`src/mppi_pkg.sv`:
```
// Constants, register map and carrier types of the MAC-to-PHY pin interface.
// Assumes a 100 MHz system clock; the MDC half period and PHY hold cycle counts are derived from it here.
package mppi_pkg;
  localparam int unsigned CLK_HZ        = 100_000_000;
  localparam int unsigned CLK_PERIOD_NS = 10;
  localparam int unsigned MDC_MAX_HZ    = 2_500_000;
  localparam int unsigned MDC_HALF_CYC  = (CLK_HZ + 2 * MDC_MAX_HZ - 1) / (2 * MDC_MAX_HZ);
  localparam int unsigned PHY_HOLD_NS   = 1_300_000;
  localparam int unsigned PHY_HOLD_CYC  = (PHY_HOLD_NS + CLK_PERIOD_NS - 1) / CLK_PERIOD_NS;

  localparam int unsigned ADDR_W = 8;
  localparam int unsigned DATA_W = 32;
  localparam logic [7:0] REG_CTRL      = 8'h00;
  localparam logic [7:0] REG_MDIO_CMD  = 8'h04;
  localparam logic [7:0] REG_MDIO_STAT = 8'h08;
  localparam logic [7:0] REG_INT_STAT  = 8'h0C;
  localparam logic [7:0] REG_INT_CLR   = 8'h10;
  localparam logic [7:0] REG_INT_EN    = 8'h14;
  localparam logic [7:0] REG_STATUS    = 8'h18;

  localparam int unsigned CTRL_TRISTATE = 0;
  localparam int unsigned CTRL_PHY_RST  = 1;
  localparam int unsigned CTRL_WOL_CLR  = 2;
  localparam int unsigned CMD_REG_LSB   = 16;
  localparam int unsigned CMD_PHY_LSB   = 21;
  localparam int unsigned CMD_READ_BIT  = 26;
  localparam int unsigned STAT_BUSY_BIT = 16;
  localparam int unsigned ST_AUX  = 0;
  localparam int unsigned ST_RMII = 1;
  localparam int unsigned ST_WOL  = 2;
  localparam int unsigned ST_PRST = 3;
  localparam int unsigned ST_LNK1 = 4;
  localparam int unsigned ST_LNK2 = 5;

  localparam int unsigned NEV       = 5;
  localparam int unsigned EV_MDIO   = 0;
  localparam int unsigned EV_RXERR  = 1;
  localparam int unsigned EV_LINK   = 2;
  localparam int unsigned EV_WAKE   = 3;
  localparam int unsigned EV_SAMPLE = 4;

  localparam int unsigned MDIO_PRE_BITS   = 32;
  localparam int unsigned MDIO_HDR_BITS   = 46;
  localparam int unsigned MDIO_DATA_BITS  = 48;
  localparam int unsigned MDIO_FRAME_BITS = 64;
  localparam logic [1:0]  MDIO_START = 2'h1;
  localparam logic [1:0]  MDIO_OP_RD = 2'h2;
  localparam logic [1:0]  MDIO_OP_WR = 2'h1;
  localparam logic [1:0]  MDIO_TA_WR = 2'h2;

  localparam int unsigned NSYNC = 11;
  localparam int unsigned SY_TXCLK = 0;
  localparam int unsigned SY_REF   = 1;
  localparam int unsigned SY_RXCLK = 2;
  localparam int unsigned SY_DV    = 3;
  localparam int unsigned SY_ER    = 4;
  localparam int unsigned SY_LNK1  = 5;
  localparam int unsigned SY_LNK2  = 6;
  localparam int unsigned SY_RMII  = 7;
  localparam int unsigned SY_STRAP = 8;
  localparam int unsigned SY_POR   = 9;
  localparam int unsigned SY_MDIO  = 10;

  typedef struct packed {
    logic        read;
    logic [4:0]  phy;
    logic [4:0]  regad;
    logic [15:0] wdata;
  } mppi_mdio_cmd_type;
endpackage

```
`src/mppi_top.sv`:
```
// MAC side of the PHY pin interface: transmit lanes, management port,
// PHY reset, strap capture, wake and interrupt pins, register port.
// Assumes all pin inputs are asynchronous to clk and link clocks run
// well below clk/4 so that their edges are found by sampling.
`timescale 1ns/1ns
module mppi_top import mppi_pkg::*; #(
  parameter int unsigned PHY_HOLD_CYCLES = PHY_HOLD_CYC,
  parameter int unsigned MDC_HALF        = MDC_HALF_CYC
) (
  input  wire logic              clk,
  input  wire logic              resetn,
  input  wire logic [ADDR_W-1:0] reg_addr,
  input  wire logic [DATA_W-1:0] reg_wdata,
  input  wire logic              reg_wr,
  input  wire logic              reg_rd,
  output logic      [DATA_W-1:0] reg_rdata,
  input  wire logic              tx_valid,
  input  wire logic [3:0]        tx_nibble,
  output logic                   tx_ready,
  input  wire logic              wake_pattern_evt,
  input  wire logic              sample_frame_evt,
  input  wire logic              rmii_mode_in,
  input  wire logic              mii_tx_clk,
  input  wire logic              rmii_ref_clk,
  input  wire logic              mii_rx_clk,
  input  wire logic              rx_dv_in,
  input  wire logic              rx_er_in,
  input  wire logic              link_status1,
  input  wire logic              link_status2,
  input  wire logic              aux_power_present_strap,
  input  wire logic              power_on_reset_in_n,
  output logic                   tx_en,
  output logic [3:0]             txd,
  output logic                   mdc,
  input  wire logic              mdio_i,
  output logic                   mdio_o,
  output logic                   mdio_oe,
  output logic                   phoneline_phy_tristate,
  output logic                   phy_reset_out_n,
  output logic                   wake_on_lan_out,
  output logic                   pme_n_o,
  output logic                   pme_n_oe,
  output logic                   irq_n_o,
  output logic                   irq_n_oe,
  output logic                   irq
);
  localparam int unsigned HW = $clog2(PHY_HOLD_CYCLES + 1);

  logic [NSYNC-1:0]  pin_s;
  logic              rmii_s;
  logic              por_s;
  logic              por_q;
  logic              por_rise;
  logic              lclk_s;
  logic              lclk_q;
  logic              lrise;
  logic              rclk_s;
  logic              rclk_q;
  logic              rrise;
  logic              half_q;
  logic [1:0]        hold_q;
  logic [HW-1:0]     hold_cnt_q;
  logic              ctrl_prst_q;
  logic              aux_q;
  logic [1:0]        link_q;
  logic              link_vld_q;
  logic [NEV-1:0]    ev;
  logic [NEV-1:0]    int_stat_q;
  logic [NEV-1:0]    int_en_q;
  logic [NEV-1:0]    int_clr;
  logic              wr_ctrl;
  logic              mdio_start;
  logic              mdio_busy;
  logic              mdio_done;
  logic [15:0]       mdio_rdata;
  logic [DATA_W-1:0] rd_mux;
  mppi_mdio_cmd_type mdio_cmd;

  mppi_sync #(
    .WIDTH (NSYNC)
  ) u_sync (
    .clk (clk),
    .d   ({mdio_i, power_on_reset_in_n, aux_power_present_strap, rmii_mode_in,
           link_status2, link_status1, rx_er_in, rx_dv_in, mii_rx_clk, rmii_ref_clk,
           mii_tx_clk}),
    .q   (pin_s)
  );

  assign rmii_s = pin_s[SY_RMII];
  assign por_s  = pin_s[SY_POR];

  // Link clocks: reduced mode times both directions from the reference clock
  assign lclk_s = rmii_s ? pin_s[SY_REF] : pin_s[SY_TXCLK];
  assign rclk_s = rmii_s ? pin_s[SY_REF] : pin_s[SY_RXCLK];

  // No reset here, so no false link edge follows the release of reset
  always_ff @(posedge clk) begin
    lclk_q <= lclk_s;
    rclk_q <= rclk_s;
  end

  assign lrise = lclk_s && !lclk_q;
  assign rrise = rclk_s && !rclk_q;

  // Register port decode
  assign wr_ctrl    = reg_wr && (reg_addr == REG_CTRL);
  assign mdio_start = reg_wr && (reg_addr == REG_MDIO_CMD) && !mdio_busy;
  assign int_clr    = (reg_wr && reg_addr == REG_INT_CLR) ? reg_wdata[NEV-1:0] : '0;
  assign mdio_cmd   = '{read:  reg_wdata[CMD_READ_BIT],
                        phy:   reg_wdata[CMD_PHY_LSB +: 5],
                        regad: reg_wdata[CMD_REG_LSB +: 5],
                        wdata: reg_wdata[15:0]};

  always_ff @(posedge clk) begin
    if (!resetn) begin
      phoneline_phy_tristate <= 1'b0;
      ctrl_prst_q            <= 1'b0;
    end else if (wr_ctrl) begin
      phoneline_phy_tristate <= reg_wdata[CTRL_TRISTATE];
      ctrl_prst_q            <= reg_wdata[CTRL_PHY_RST];
    end
  end

  always_ff @(posedge clk) begin
    if (!resetn) begin
      int_en_q <= '0;
    end else if (reg_wr && reg_addr == REG_INT_EN) begin
      int_en_q <= reg_wdata[NEV-1:0];
    end
  end

  always_comb begin
    rd_mux = '0;
    case (reg_addr)
      REG_CTRL: begin
        rd_mux[CTRL_TRISTATE] = phoneline_phy_tristate;
        rd_mux[CTRL_PHY_RST]  = ctrl_prst_q;
      end
      REG_MDIO_STAT: begin
        rd_mux[15:0]          = mdio_rdata;
        rd_mux[STAT_BUSY_BIT] = mdio_busy;
      end
      REG_INT_STAT: rd_mux[NEV-1:0] = int_stat_q;
      REG_INT_EN:   rd_mux[NEV-1:0] = int_en_q;
      REG_STATUS: begin
        rd_mux[ST_AUX]  = aux_q;
        rd_mux[ST_RMII] = rmii_s;
        rd_mux[ST_WOL]  = wake_on_lan_out;
        rd_mux[ST_PRST] = !phy_reset_out_n;
        rd_mux[ST_LNK1] = pin_s[SY_LNK1];
        rd_mux[ST_LNK2] = pin_s[SY_LNK2];
      end
      default: rd_mux = '0;
    endcase
  end

  always_ff @(posedge clk) begin
    if (!resetn) begin
      reg_rdata <= '0;
    end else begin
      reg_rdata <= reg_rd ? rd_mux : '0;
    end
  end

  // Transmit lanes change just after a link clock rise, so they are
  // stable at the following falling edge where the PHY latches them
  assign tx_ready = lrise && (!rmii_s || !half_q);

  always_ff @(posedge clk) begin
    if (!resetn) begin
      tx_en  <= 1'b0;
      txd    <= '0;
      half_q <= 1'b0;
      hold_q <= '0;
    end else if (lrise) begin
      if (rmii_s && half_q) begin
        txd    <= {2'h0, hold_q};
        half_q <= 1'b0;
      end else if (tx_valid) begin
        tx_en  <= 1'b1;
        txd    <= rmii_s ? {2'h0, tx_nibble[1:0]} : tx_nibble;
        hold_q <= tx_nibble[3:2];
        half_q <= rmii_s;
      end else begin
        tx_en <= 1'b0;
        txd   <= '0;
      end
    end
  end

  // PHY reset and strap capture
  assign por_rise = por_s && !por_q;

  always_ff @(posedge clk) begin
    if (!resetn) begin
      por_q <= 1'b0;
    end else begin
      por_q <= por_s;
    end
  end

  always_ff @(posedge clk) begin
    if (!resetn) begin
      hold_cnt_q <= '0;
    end else if (!por_s) begin
      hold_cnt_q <= HW'(PHY_HOLD_CYCLES);
    end else if (hold_cnt_q != '0) begin
      hold_cnt_q <= hold_cnt_q - HW'(1);
    end
  end

  always_ff @(posedge clk) begin
    if (!resetn) begin
      phy_reset_out_n <= 1'b0;
    end else begin
      phy_reset_out_n <= por_s && (hold_cnt_q == '0) && !ctrl_prst_q;
    end
  end

  always_ff @(posedge clk) begin
    if (!resetn) begin
      aux_q <= 1'b0;
    end else if (por_rise) begin
      aux_q <= pin_s[SY_STRAP];
    end
  end

  // Events
  always_ff @(posedge clk) begin
    if (!resetn) begin
      link_q     <= '0;
      link_vld_q <= 1'b0;
    end else begin
      link_q     <= {pin_s[SY_LNK2], pin_s[SY_LNK1]};
      link_vld_q <= 1'b1;
    end
  end

  always_comb begin
    ev            = '0;
    ev[EV_MDIO]   = mdio_done;
    ev[EV_RXERR]  = rrise && pin_s[SY_DV] && pin_s[SY_ER];
    ev[EV_LINK]   = link_vld_q && (link_q != {pin_s[SY_LNK2], pin_s[SY_LNK1]});
    ev[EV_WAKE]   = wake_pattern_evt;
    ev[EV_SAMPLE] = sample_frame_evt;
  end

  // A new event wins over a clear in the same cycle
  always_ff @(posedge clk) begin
    if (!resetn) begin
      int_stat_q <= '0;
    end else begin
      int_stat_q <= (int_stat_q & ~int_clr) | ev;
    end
  end

  always_ff @(posedge clk) begin
    if (!resetn) begin
      wake_on_lan_out <= 1'b0;
    end else if (ev[EV_LINK] || ev[EV_WAKE] || ev[EV_SAMPLE]) begin
      wake_on_lan_out <= 1'b1;
    end else if (wr_ctrl && reg_wdata[CTRL_WOL_CLR]) begin
      wake_on_lan_out <= 1'b0;
    end
  end

  assign pme_n_o  = 1'b0;
  assign pme_n_oe = wake_on_lan_out;
  assign irq      = |(int_stat_q & int_en_q);
  assign irq_n_o  = 1'b0;
  assign irq_n_oe = irq;

  mppi_mdio #(
    .HALF_CYC (MDC_HALF)
  ) u_mdio (
    .clk     (clk),
    .resetn  (resetn),
    .start   (mdio_start),
    .cmd     (mdio_cmd),
    .busy    (mdio_busy),
    .done    (mdio_done),
    .rdata   (mdio_rdata),
    .mdc     (mdc),
    .mdio_o  (mdio_o),
    .mdio_oe (mdio_oe),
    .mdio_i  (pin_s[SY_MDIO])
  );
endmodule

```
`src/mppi_sync.sv`:
```
// Two-flop synchroniser for a group of asynchronous pins.
// Assumes each bit is an independent level; no bus coherence.
`timescale 1ns/1ns
module mppi_sync #(
  parameter int unsigned WIDTH = 1
) (
  input  wire logic             clk,
  input  wire logic [WIDTH-1:0] d,
  output logic      [WIDTH-1:0] q
);
  logic [WIDTH-1:0] meta_q;

  always_ff @(posedge clk) begin
    meta_q <= d;
    q      <= meta_q;
  end
endmodule

```
`src/mppi_mdio.sv`:
```
// Management frame engine: clock divider, frame shifter, line direction control.
// Assumes mdio_i is already synchronised to clk.
`timescale 1ns/1ns
module mppi_mdio import mppi_pkg::*; #(
  parameter int unsigned HALF_CYC = MDC_HALF_CYC
) (
  input  wire logic              clk,
  input  wire logic              resetn,
  input  wire logic              start,
  input  wire mppi_mdio_cmd_type cmd,
  output logic                   busy,
  output logic                   done,
  output logic [15:0]            rdata,
  output logic                   mdc,
  output logic                   mdio_o,
  output logic                   mdio_oe,
  input  wire logic              mdio_i
);
  localparam int unsigned DW = $clog2(HALF_CYC + 1);
  typedef enum logic {MPPI_IDLE, MPPI_RUN} mppi_mst_type;

  mppi_mst_type state_q;
  logic [DW-1:0] div_q;
  logic [6:0]    bit_q;
  logic [31:0]   frame_q;
  logic          read_q;
  logic          tick;
  logic          last_bit;

  assign tick     = (div_q == DW'(HALF_CYC - 1));
  assign last_bit = (bit_q == 7'(MDIO_FRAME_BITS - 1));
  assign busy     = (state_q == MPPI_RUN);

  always_ff @(posedge clk) begin
    if (!resetn || !busy || tick) begin
      div_q <= '0;
    end else begin
      div_q <= div_q + DW'(1);
    end
  end

  always_ff @(posedge clk) begin
    if (!resetn || !busy) begin
      mdc <= 1'b0;
    end else if (tick) begin
      mdc <= ~mdc;
    end
  end

  always_ff @(posedge clk) begin
    done <= 1'b0;
    if (!resetn) begin
      state_q <= MPPI_IDLE;
      bit_q   <= '0;
      frame_q <= '0;
      read_q  <= 1'b0;
    end else begin
      case (state_q)
        MPPI_IDLE: begin
          if (start) begin
            state_q <= MPPI_RUN;
            bit_q   <= '0;
            read_q  <= cmd.read;
            frame_q <= {MDIO_START, cmd.read ? MDIO_OP_RD : MDIO_OP_WR, cmd.phy, cmd.regad,
                        MDIO_TA_WR, cmd.wdata};
          end
        end
        MPPI_RUN: begin
          if (tick && mdc) begin
            if (last_bit) begin
              state_q <= MPPI_IDLE;
              done    <= 1'b1;
            end else begin
              bit_q <= bit_q + 7'(1);
            end
            if (bit_q >= 7'(MDIO_PRE_BITS)) begin
              frame_q <= {frame_q[30:0], 1'b0};
            end
          end
        end
        default: state_q <= MPPI_IDLE;
      endcase
    end
  end

  // Read data sampled as the clock rises, while the PHY owns the line
  always_ff @(posedge clk) begin
    if (!resetn) begin
      rdata <= '0;
    end else if (busy && tick && !mdc && read_q && bit_q >= 7'(MDIO_DATA_BITS)) begin
      rdata <= {rdata[14:0], mdio_i};
    end
  end

  assign mdio_o  = busy && ((bit_q < 7'(MDIO_PRE_BITS)) || frame_q[31]);
  assign mdio_oe = busy && (!read_q || bit_q < 7'(MDIO_HDR_BITS));
endmodule

```
`config.mk`:
```
export PLATFORM = sky130hd
export DESIGN_NAME = mppi_top
export DESIGN_NICKNAME = d
export VERILOG_FILES = /design/src/mppi_pkg.sv /design/src/mppi_top.sv /design/src/mppi_sync.sv /design/src/mppi_mdio.sv
export SDC_FILE = /design/constraint.sdc
export NUM_CORES = 1
export LEC_CHECK = 0
export ABC_AREA = 0
export BUFFER_PORTS_ARGS = -buffer_cell sky130_fd_sc_hd__buf_2
export CELL_PAD_IN_SITES_DETAIL_PLACEMENT = 1
export CELL_PAD_IN_SITES_GLOBAL_PLACEMENT = 1
export CORE_AREA = 8 8 165 167
export DETAILED_ROUTE_END_ITERATION = 6
export DIE_AREA = 0 0 173 175
export GPL_TIMING_DRIVEN = 0
export PLACE_DENSITY = 0.51
export SLEW_MARGIN = 10
export SYNTH_ARGS = -nofsm -noshare
export SYNTH_HDL_FRONTEND = slang
export SYNTH_SLANG_ARGS = --single-unit
```
`constraint.sdc`:
```
create_clock -name clk -period 3.1 [get_ports clk]
set_input_delay 0.465 -clock clk [delete_from_list [all_inputs] [get_ports clk]]
set_output_delay 0.465 -clock clk [all_outputs]
set_load 0.005 [all_outputs]
```
Word level (Yosys, flattened, before mapping). Cells that the tools add are included. W data, S select, Z words.

Flip-flop bits (word level): 164.

Add/sub/neg operators: 3. Order comparisons: 4. Equal/unequal tests: 14. Multiplexer cells: 31. Bitwise gates (word level): 7. Reductions and logical operators: 57.

Operator list (count): $mux W32 (3); $pmux W32 S2 (1); $mux W17 (2); $eq A8 B5 Y1 const B (3); $logic_and A1 B1 Y1 (23); $mux W7 (3); $logic_not A17 Y1 (1); $reduce_bool A17 Y1 (1); $sub A17 B1 Y17 const B (1); $eq A8 B4 Y1 const B (2); $reduce_and A3 Y1 (5); $ge A7 B6 Y1 const B (2); $lt A7 B6 Y1 const B (2); $pmux W7 S2 (1); $mux W1 (12); $mux W4 (3); $pmux W3 S4 (1); $logic_not A1 Y1 (11); $and A5 B5 Y5 (2); $ne A2 B2 Y1 const B (5); $pmux W2 S5 (1); $reduce_and A2 Y1 (5); $eq A8 B3 Y1 const B (1); $logic_not A8 Y1 (1); other kinds (14) (24).

Logic depth before layout (Yosys ltp).
Depth after elaboration: 6. Mapped depth: 8. Depth with buffers taken out: 7.

Cells and area by module. From an unflattened synthesis, not the netlist that was laid out.

Cell total of the unflattened synthesis: 652. Area total of the unflattened synthesis: 6263.5 sq um.

Modules (own cells, without submodules): mppi_top (times used 1, cells each 332, area an instance 3005.4 sq um, seq. area each 1261.2 sq um); mppi_mdio (times used 1, cells each 298, area an instance 2817.7 sq um, seq. area each 1281.2 sq um); mppi_sync (times used 1, cells each 22, area an instance 440.4 sq um, seq. area each 440.4 sq um).

Least setup slack after synthesis. No wires, ideal clock.

Path type: register -> register. Start point: register u_mdio.div_q[0]. End point: register u_mdio.rdata[10]. Arrival: 1.685 ns. Setup slack: 1.288 ns. Cell stages (with the launch flop): 9. Path buffers: 2. Cells stage by stage: dfxtp_1 ha_1 and4bb_2 nand2_2 nor4b_4 buf_6 buf_12 mux2i_1 nor2_1.

Word-level cells in the longest chain between the ends: 5.

Ends and longest elaborated chain: start: declaration (RTL line mppi_mdio.sv:23) `logic [DW-1:0] div_q;`; start signal: assignment (RTL line mppi_mdio.sv:38) `div_q <= div_q + DW'(1);`; $eq A5 B5 Y1 (RTL line mppi_mdio.sv:30) `assign tick = (div_q == DW'(HALF_CYC - 1));`; $logic_and A1 B1 Y1 (4 in a row) (RTL line mppi_mdio.sv:90) `end else if (busy && tick && !mdc && read_q && bit_q >= 7'(MDIO_DATA_BITS)) begin`; end signal: assignment (RTL line mppi_mdio.sv:91) `rdata <= {rdata[14:0], mdio_i};`; end: declaration (RTL line mppi_mdio.sv:13) `output logic [15:0] rdata,`.

No other way between the ends. A chain may end at the register's enable or synchronous reset.

Final worst setup path.
Start point: register u_mdio.state_q, in the netlist u_mdio.busy. End point: output port mdio_oe.

Word-level cells in the longest chain between the ends: 1.

Ends and longest elaborated chain: start: declaration (RTL line mppi_mdio.sv:22) `mppi_mst_type state_q;`; start signal: assignment (RTL line mppi_mdio.sv:53) `state_q <= MPPI_IDLE;`; start signal: assignment (RTL line mppi_mdio.sv:61) `state_q <= MPPI_RUN;`; start signal: assignment (RTL line mppi_mdio.sv:71) `state_q <= MPPI_IDLE;`; $logic_and A1 B1 Y1 (RTL line mppi_mdio.sv:96) `assign mdio_oe = busy && (!read_q || bit_q < 7'(MDIO_HDR_BITS));`; end: declaration (RTL line mppi_top.sv:37) `output logic mdio_oe,`.

No other way between the ends.

==> results by group <==
Floorplanning
  – Initial Util: 24.53%
  – Row count: 58
  – Die height: 175 um
  – Core Region: 24,670 um2
  – Die W: 173 um
  – Die area: 30,280 um2
  – Top Ports: 111

Finish
  – Area occupied by multi-input gates: 2740 um2
  – Area grow syn2layout: 24.93%
  – Final core occ: 30.65%
  – Share of layout cells above drive strength 1: 22.41%
  – ANT cells: 0
  – Nets@finish: 816
  – Register area: 2983 um2
  – Layout fillers: 2,885

Timing
  – Max Freq: 403.1 MHz
  – Rel. slew slack: 43.93%
  – Final Slew Violations: 0
  – Final setup violation count: 0
  – Clk_skew: 12.11 ps
  – Final period util: 80.03%
  – Setup tns final: 0 ps
  – RSZ-0062 raised after global routing: false
  – Worst slew pin tran: 833.4 ps
  – Tmin final: 2481 ps
  – Final Hold Viols: 0

Setup path
  – Number of buffers and inverters on the critical path: 3
  – Worst EP required: 2630 ps
  – CP Launch Point: u_mdio.busy
  – CP Max Fanout: 10
  – R2R Path End: hold_cnt_q[7]
  – Worst setup path category: flip-flop to primary output
  – Slowest cell on crit path: clkbuf_1
  – Family with the most delay on the worst path: buffers and inverters
  – Worst path depth: 4
  – Worst reg2reg path depth: 7
  – R2R Path Start: hold_cnt_q[0]
  – Crit start category: flip-flop
  – Critical path arrival: 2020 ps
  – Critical path cell sequence: buf_4 -> clkbuf_1 -> a21boi_0 -> buf_2
  – Slowest stage delay, CP: 500 ps
  – Setup crit end kind: primary output
  – R2R setup slack: 950 ps
  – CP endpoint: mdio_oe

Routing
  – Drt wl/cell: 15.96 um
  – Via count: 4,858
  – Initial DRC count: 180
  – Initial DRT Pass Iterations: 4
  – Overall routed net length: 17,450 um
  – Routed wl met3: 852 um
  – Highest metal used: met5
  – Final antenna-violating net count: 0
  – Vias per cell: 4.445
  – Post-route DRC violation count: 0
  – M1 WL: 8221 um
  – Met2 Wirelength: 8190 um

Placement
  – RePlAce Congestion: 0.8186
  – DP Wirelength: 13,340 um
  – IO Port Bufs: 86

Clock network
  – CTS clk-pin slew, worst paths: 70 ps
  – Post-CTS Setup Bufs: 0
  – Num CTS Buffers: 17
  – TritonCTS clock tree: built
  – Max H-tree Level: 4
  – # clock sinks: 149
  – Post-cts sizing count: 0
  – Root buffer cell: clkbuf_16
  – Skew-Pair Late Insertion Delay: 420 ps
  – Clk buf depth: 2
  – CTS Hold Buffers Added: 0

Synthesis
  – Synth area leader: dfxtp_1
  – Synth warnings: 0
  – Top post-synthesis cells by count: dfxtp_1 (149), nor2_1 (77), mux2i_1 (48)
  – Fraction of registers with async set/reset: 0%
  – FF+latch count, synth: 149
  – Netlist Area Pre-Place: 6053 um2
  – Largest cells by area after synthesis: dfxtp_1 (49%), mux2i_1 (7.9%), nor2_1 (4.8%), buf_4 (2.9%), nand2_1 (2.7%)
  – Number of synthesized flops with an enable pin: 0
  – Post-synth top area share: 49.28%
  – Synth Flop Type: dfxtp_1
  – Count leader, synth: dfxtp_1
  – Seq/Total Area, Yosys: 49.28%
  – Synthesized area per cell: 9.624 um2
  – Synthesized instance count: 629
  – Yosys cell types: 62

Global routing
  – Vias in the first global route: 5,242
  – Congestion Overflow GR: 0
  – First-pass GRT wire length: 28,190 um
  – Pin count of the biggest net entering global routing: 17
  – Initial antenna violation count: 1
  – GRT Total Usage: 11.60%

Pwr
  – Lkg Pwr: 2.897 nW
  – Pwr/cell area: 586.9 nW/um2
  – Pwr Total: 0.004438 W
  – Max VDD drop: 0.2448 mV

Min path
  – Min-Delay Path Class: primary input to flip-flop

Run status
  – Run status: completed

Job
  – Max-cap violation count: 0
## worst min-delay path by stage
| stage | endpoint | depth (start not counted) | start | slack (ps) |
|---|---|---|---|---|
| 2_1_floorplan | u_sync.q[0] | 0 | u_sync.meta_q[0] | 310 |
| 3_3_place_gp | u_sync.q[7] | 0 | u_sync.meta_q[7] | 310 |
| 3_5_place_dp | u_sync.q[6] | 0 | u_sync.meta_q[6] | 310 |
| 4_1_cts | u_sync.meta_q[4] | 1 | rx_er_in | 120 |
| 5_1_grt | u_sync.meta_q[2] | 1 | mii_rx_clk | 120 |
| 6_report | u_sync.meta_q[2] | 1 | mii_rx_clk | 140 |
## stage by stage
step | setup WS, ps | area, um2 | hold slack [ps] | instances
global route | 439.6 | 7562 | 116.9 | 1093
detailed placement | 587.5 | 6957 | 313.5 | 1061
floorplan | 1288 | 6113 | 309.6 | 645
CTS | 519.5 | 7562 | 120.9 | 1093
finish | 619.0 | 7562 | 140.2 | 1093
global placement | 620.1 | 6957 | 312.2 | 1061
## sequential cells by signal, indices dropped and copies added (netlist names), 2 cells and up
name,cells
u_mdio.bit_q,7
link_q,2
int_en_q,5
u_mdio.frame_q,32
u_sync.meta_q,11
u_mdio.rdata,16
txd,4
u_sync.q,11
int_stat_q,5
u_mdio.div_q,5
hold_q,2
hold_cnt_q,17
reg_rdata,17
## power by group
part	switching, W	total, W	internal [W]	leakage [nW]
sequential	0.0000463	0.00201	0.00197	1.22
combinational	0.000171	0.000298	0.000128	1.38
clock	0.000905	0.00213	0.00122	0.296
## final cells by class
class	count	share of cell area, %
buffer	51	4.418
clock buffer	17	5.625
clock inverter	15	2.383
inverter	15	0.7445
multi-input combinational	430	36.23
sequential	149	39.44
tap	330	5.460
timing repair buffer	86	5.692
## logic make-up (layout without fill, tap and decap cells)
| kind of cell | count (synthesis) | in the layout | share of synthesized area [%] |
|---|---|---|---|
| flip-flops | 149 | 149 | 49.28 |
| adder cells (fa/ha/maj) | 4 | 4 | 0.8268 |
| AO/OA/AOI/OAI | 106 | 106 | 12.30 |
| other | 1 | 17 | 0.06195 |
| buffers and inverters | 66 | 184 | 6.449 |
| XOR/XNOR | 20 | 20 | 2.894 |
| multiplexers | 51 | 51 | 8.495 |
| AND/OR/NAND/NOR | 232 | 232 | 19.70 |
## metal layers
metal / GRT usage (%) / up-vias
met3: 3.907 / 16
met1: 14.29 / 2313
met2: 19.06 / 102
met4: 3.126 / 2
li1: - / 2425
met5: 0 / -
## cells in the final DEF (no fill, tap or decap), types with 3 or more instances in the layout
| cell | count |
|---|---|
| xnor2_1 | 8 |
| nor3_1 | 16 |
| clkbuf_1 | 18 |
| o21ai_0 | 15 |
| nand2b_1 | 8 |
| xor2_1 | 12 |
| clkbuf_16 | 17 |
| inv_8 | 3 |
| a311oi_1 | 3 |
| buf_6 | 5 |
| nor3b_1 | 3 |
| inv_1 | 14 |
| a31oi_1 | 8 |
| mux2_2 | 3 |
| nand4b_1 | 6 |
| dfxtp_1 | 149 |
| ha_1 | 4 |
| or3_1 | 5 |
| o22ai_1 | 5 |
| mux2i_1 | 48 |
| buf_2 | 88 |
| a222oi_1 | 3 |
| a211oi_1 | 20 |
| nand3_1 | 21 |
| nand4_1 | 7 |
| nor2b_1 | 3 |
| inv_6 | 7 |
| buf_4 | 23 |
| nand2_1 | 43 |
| nor4_1 | 7 |
| a21oi_1 | 26 |
| and2_1 | 15 |
| nand3b_1 | 7 |
| conb_1 | 17 |
| nor2_1 | 77 |
| a211oi_2 | 7 |
Note: power is estimated with default switching activity, not from simulation.
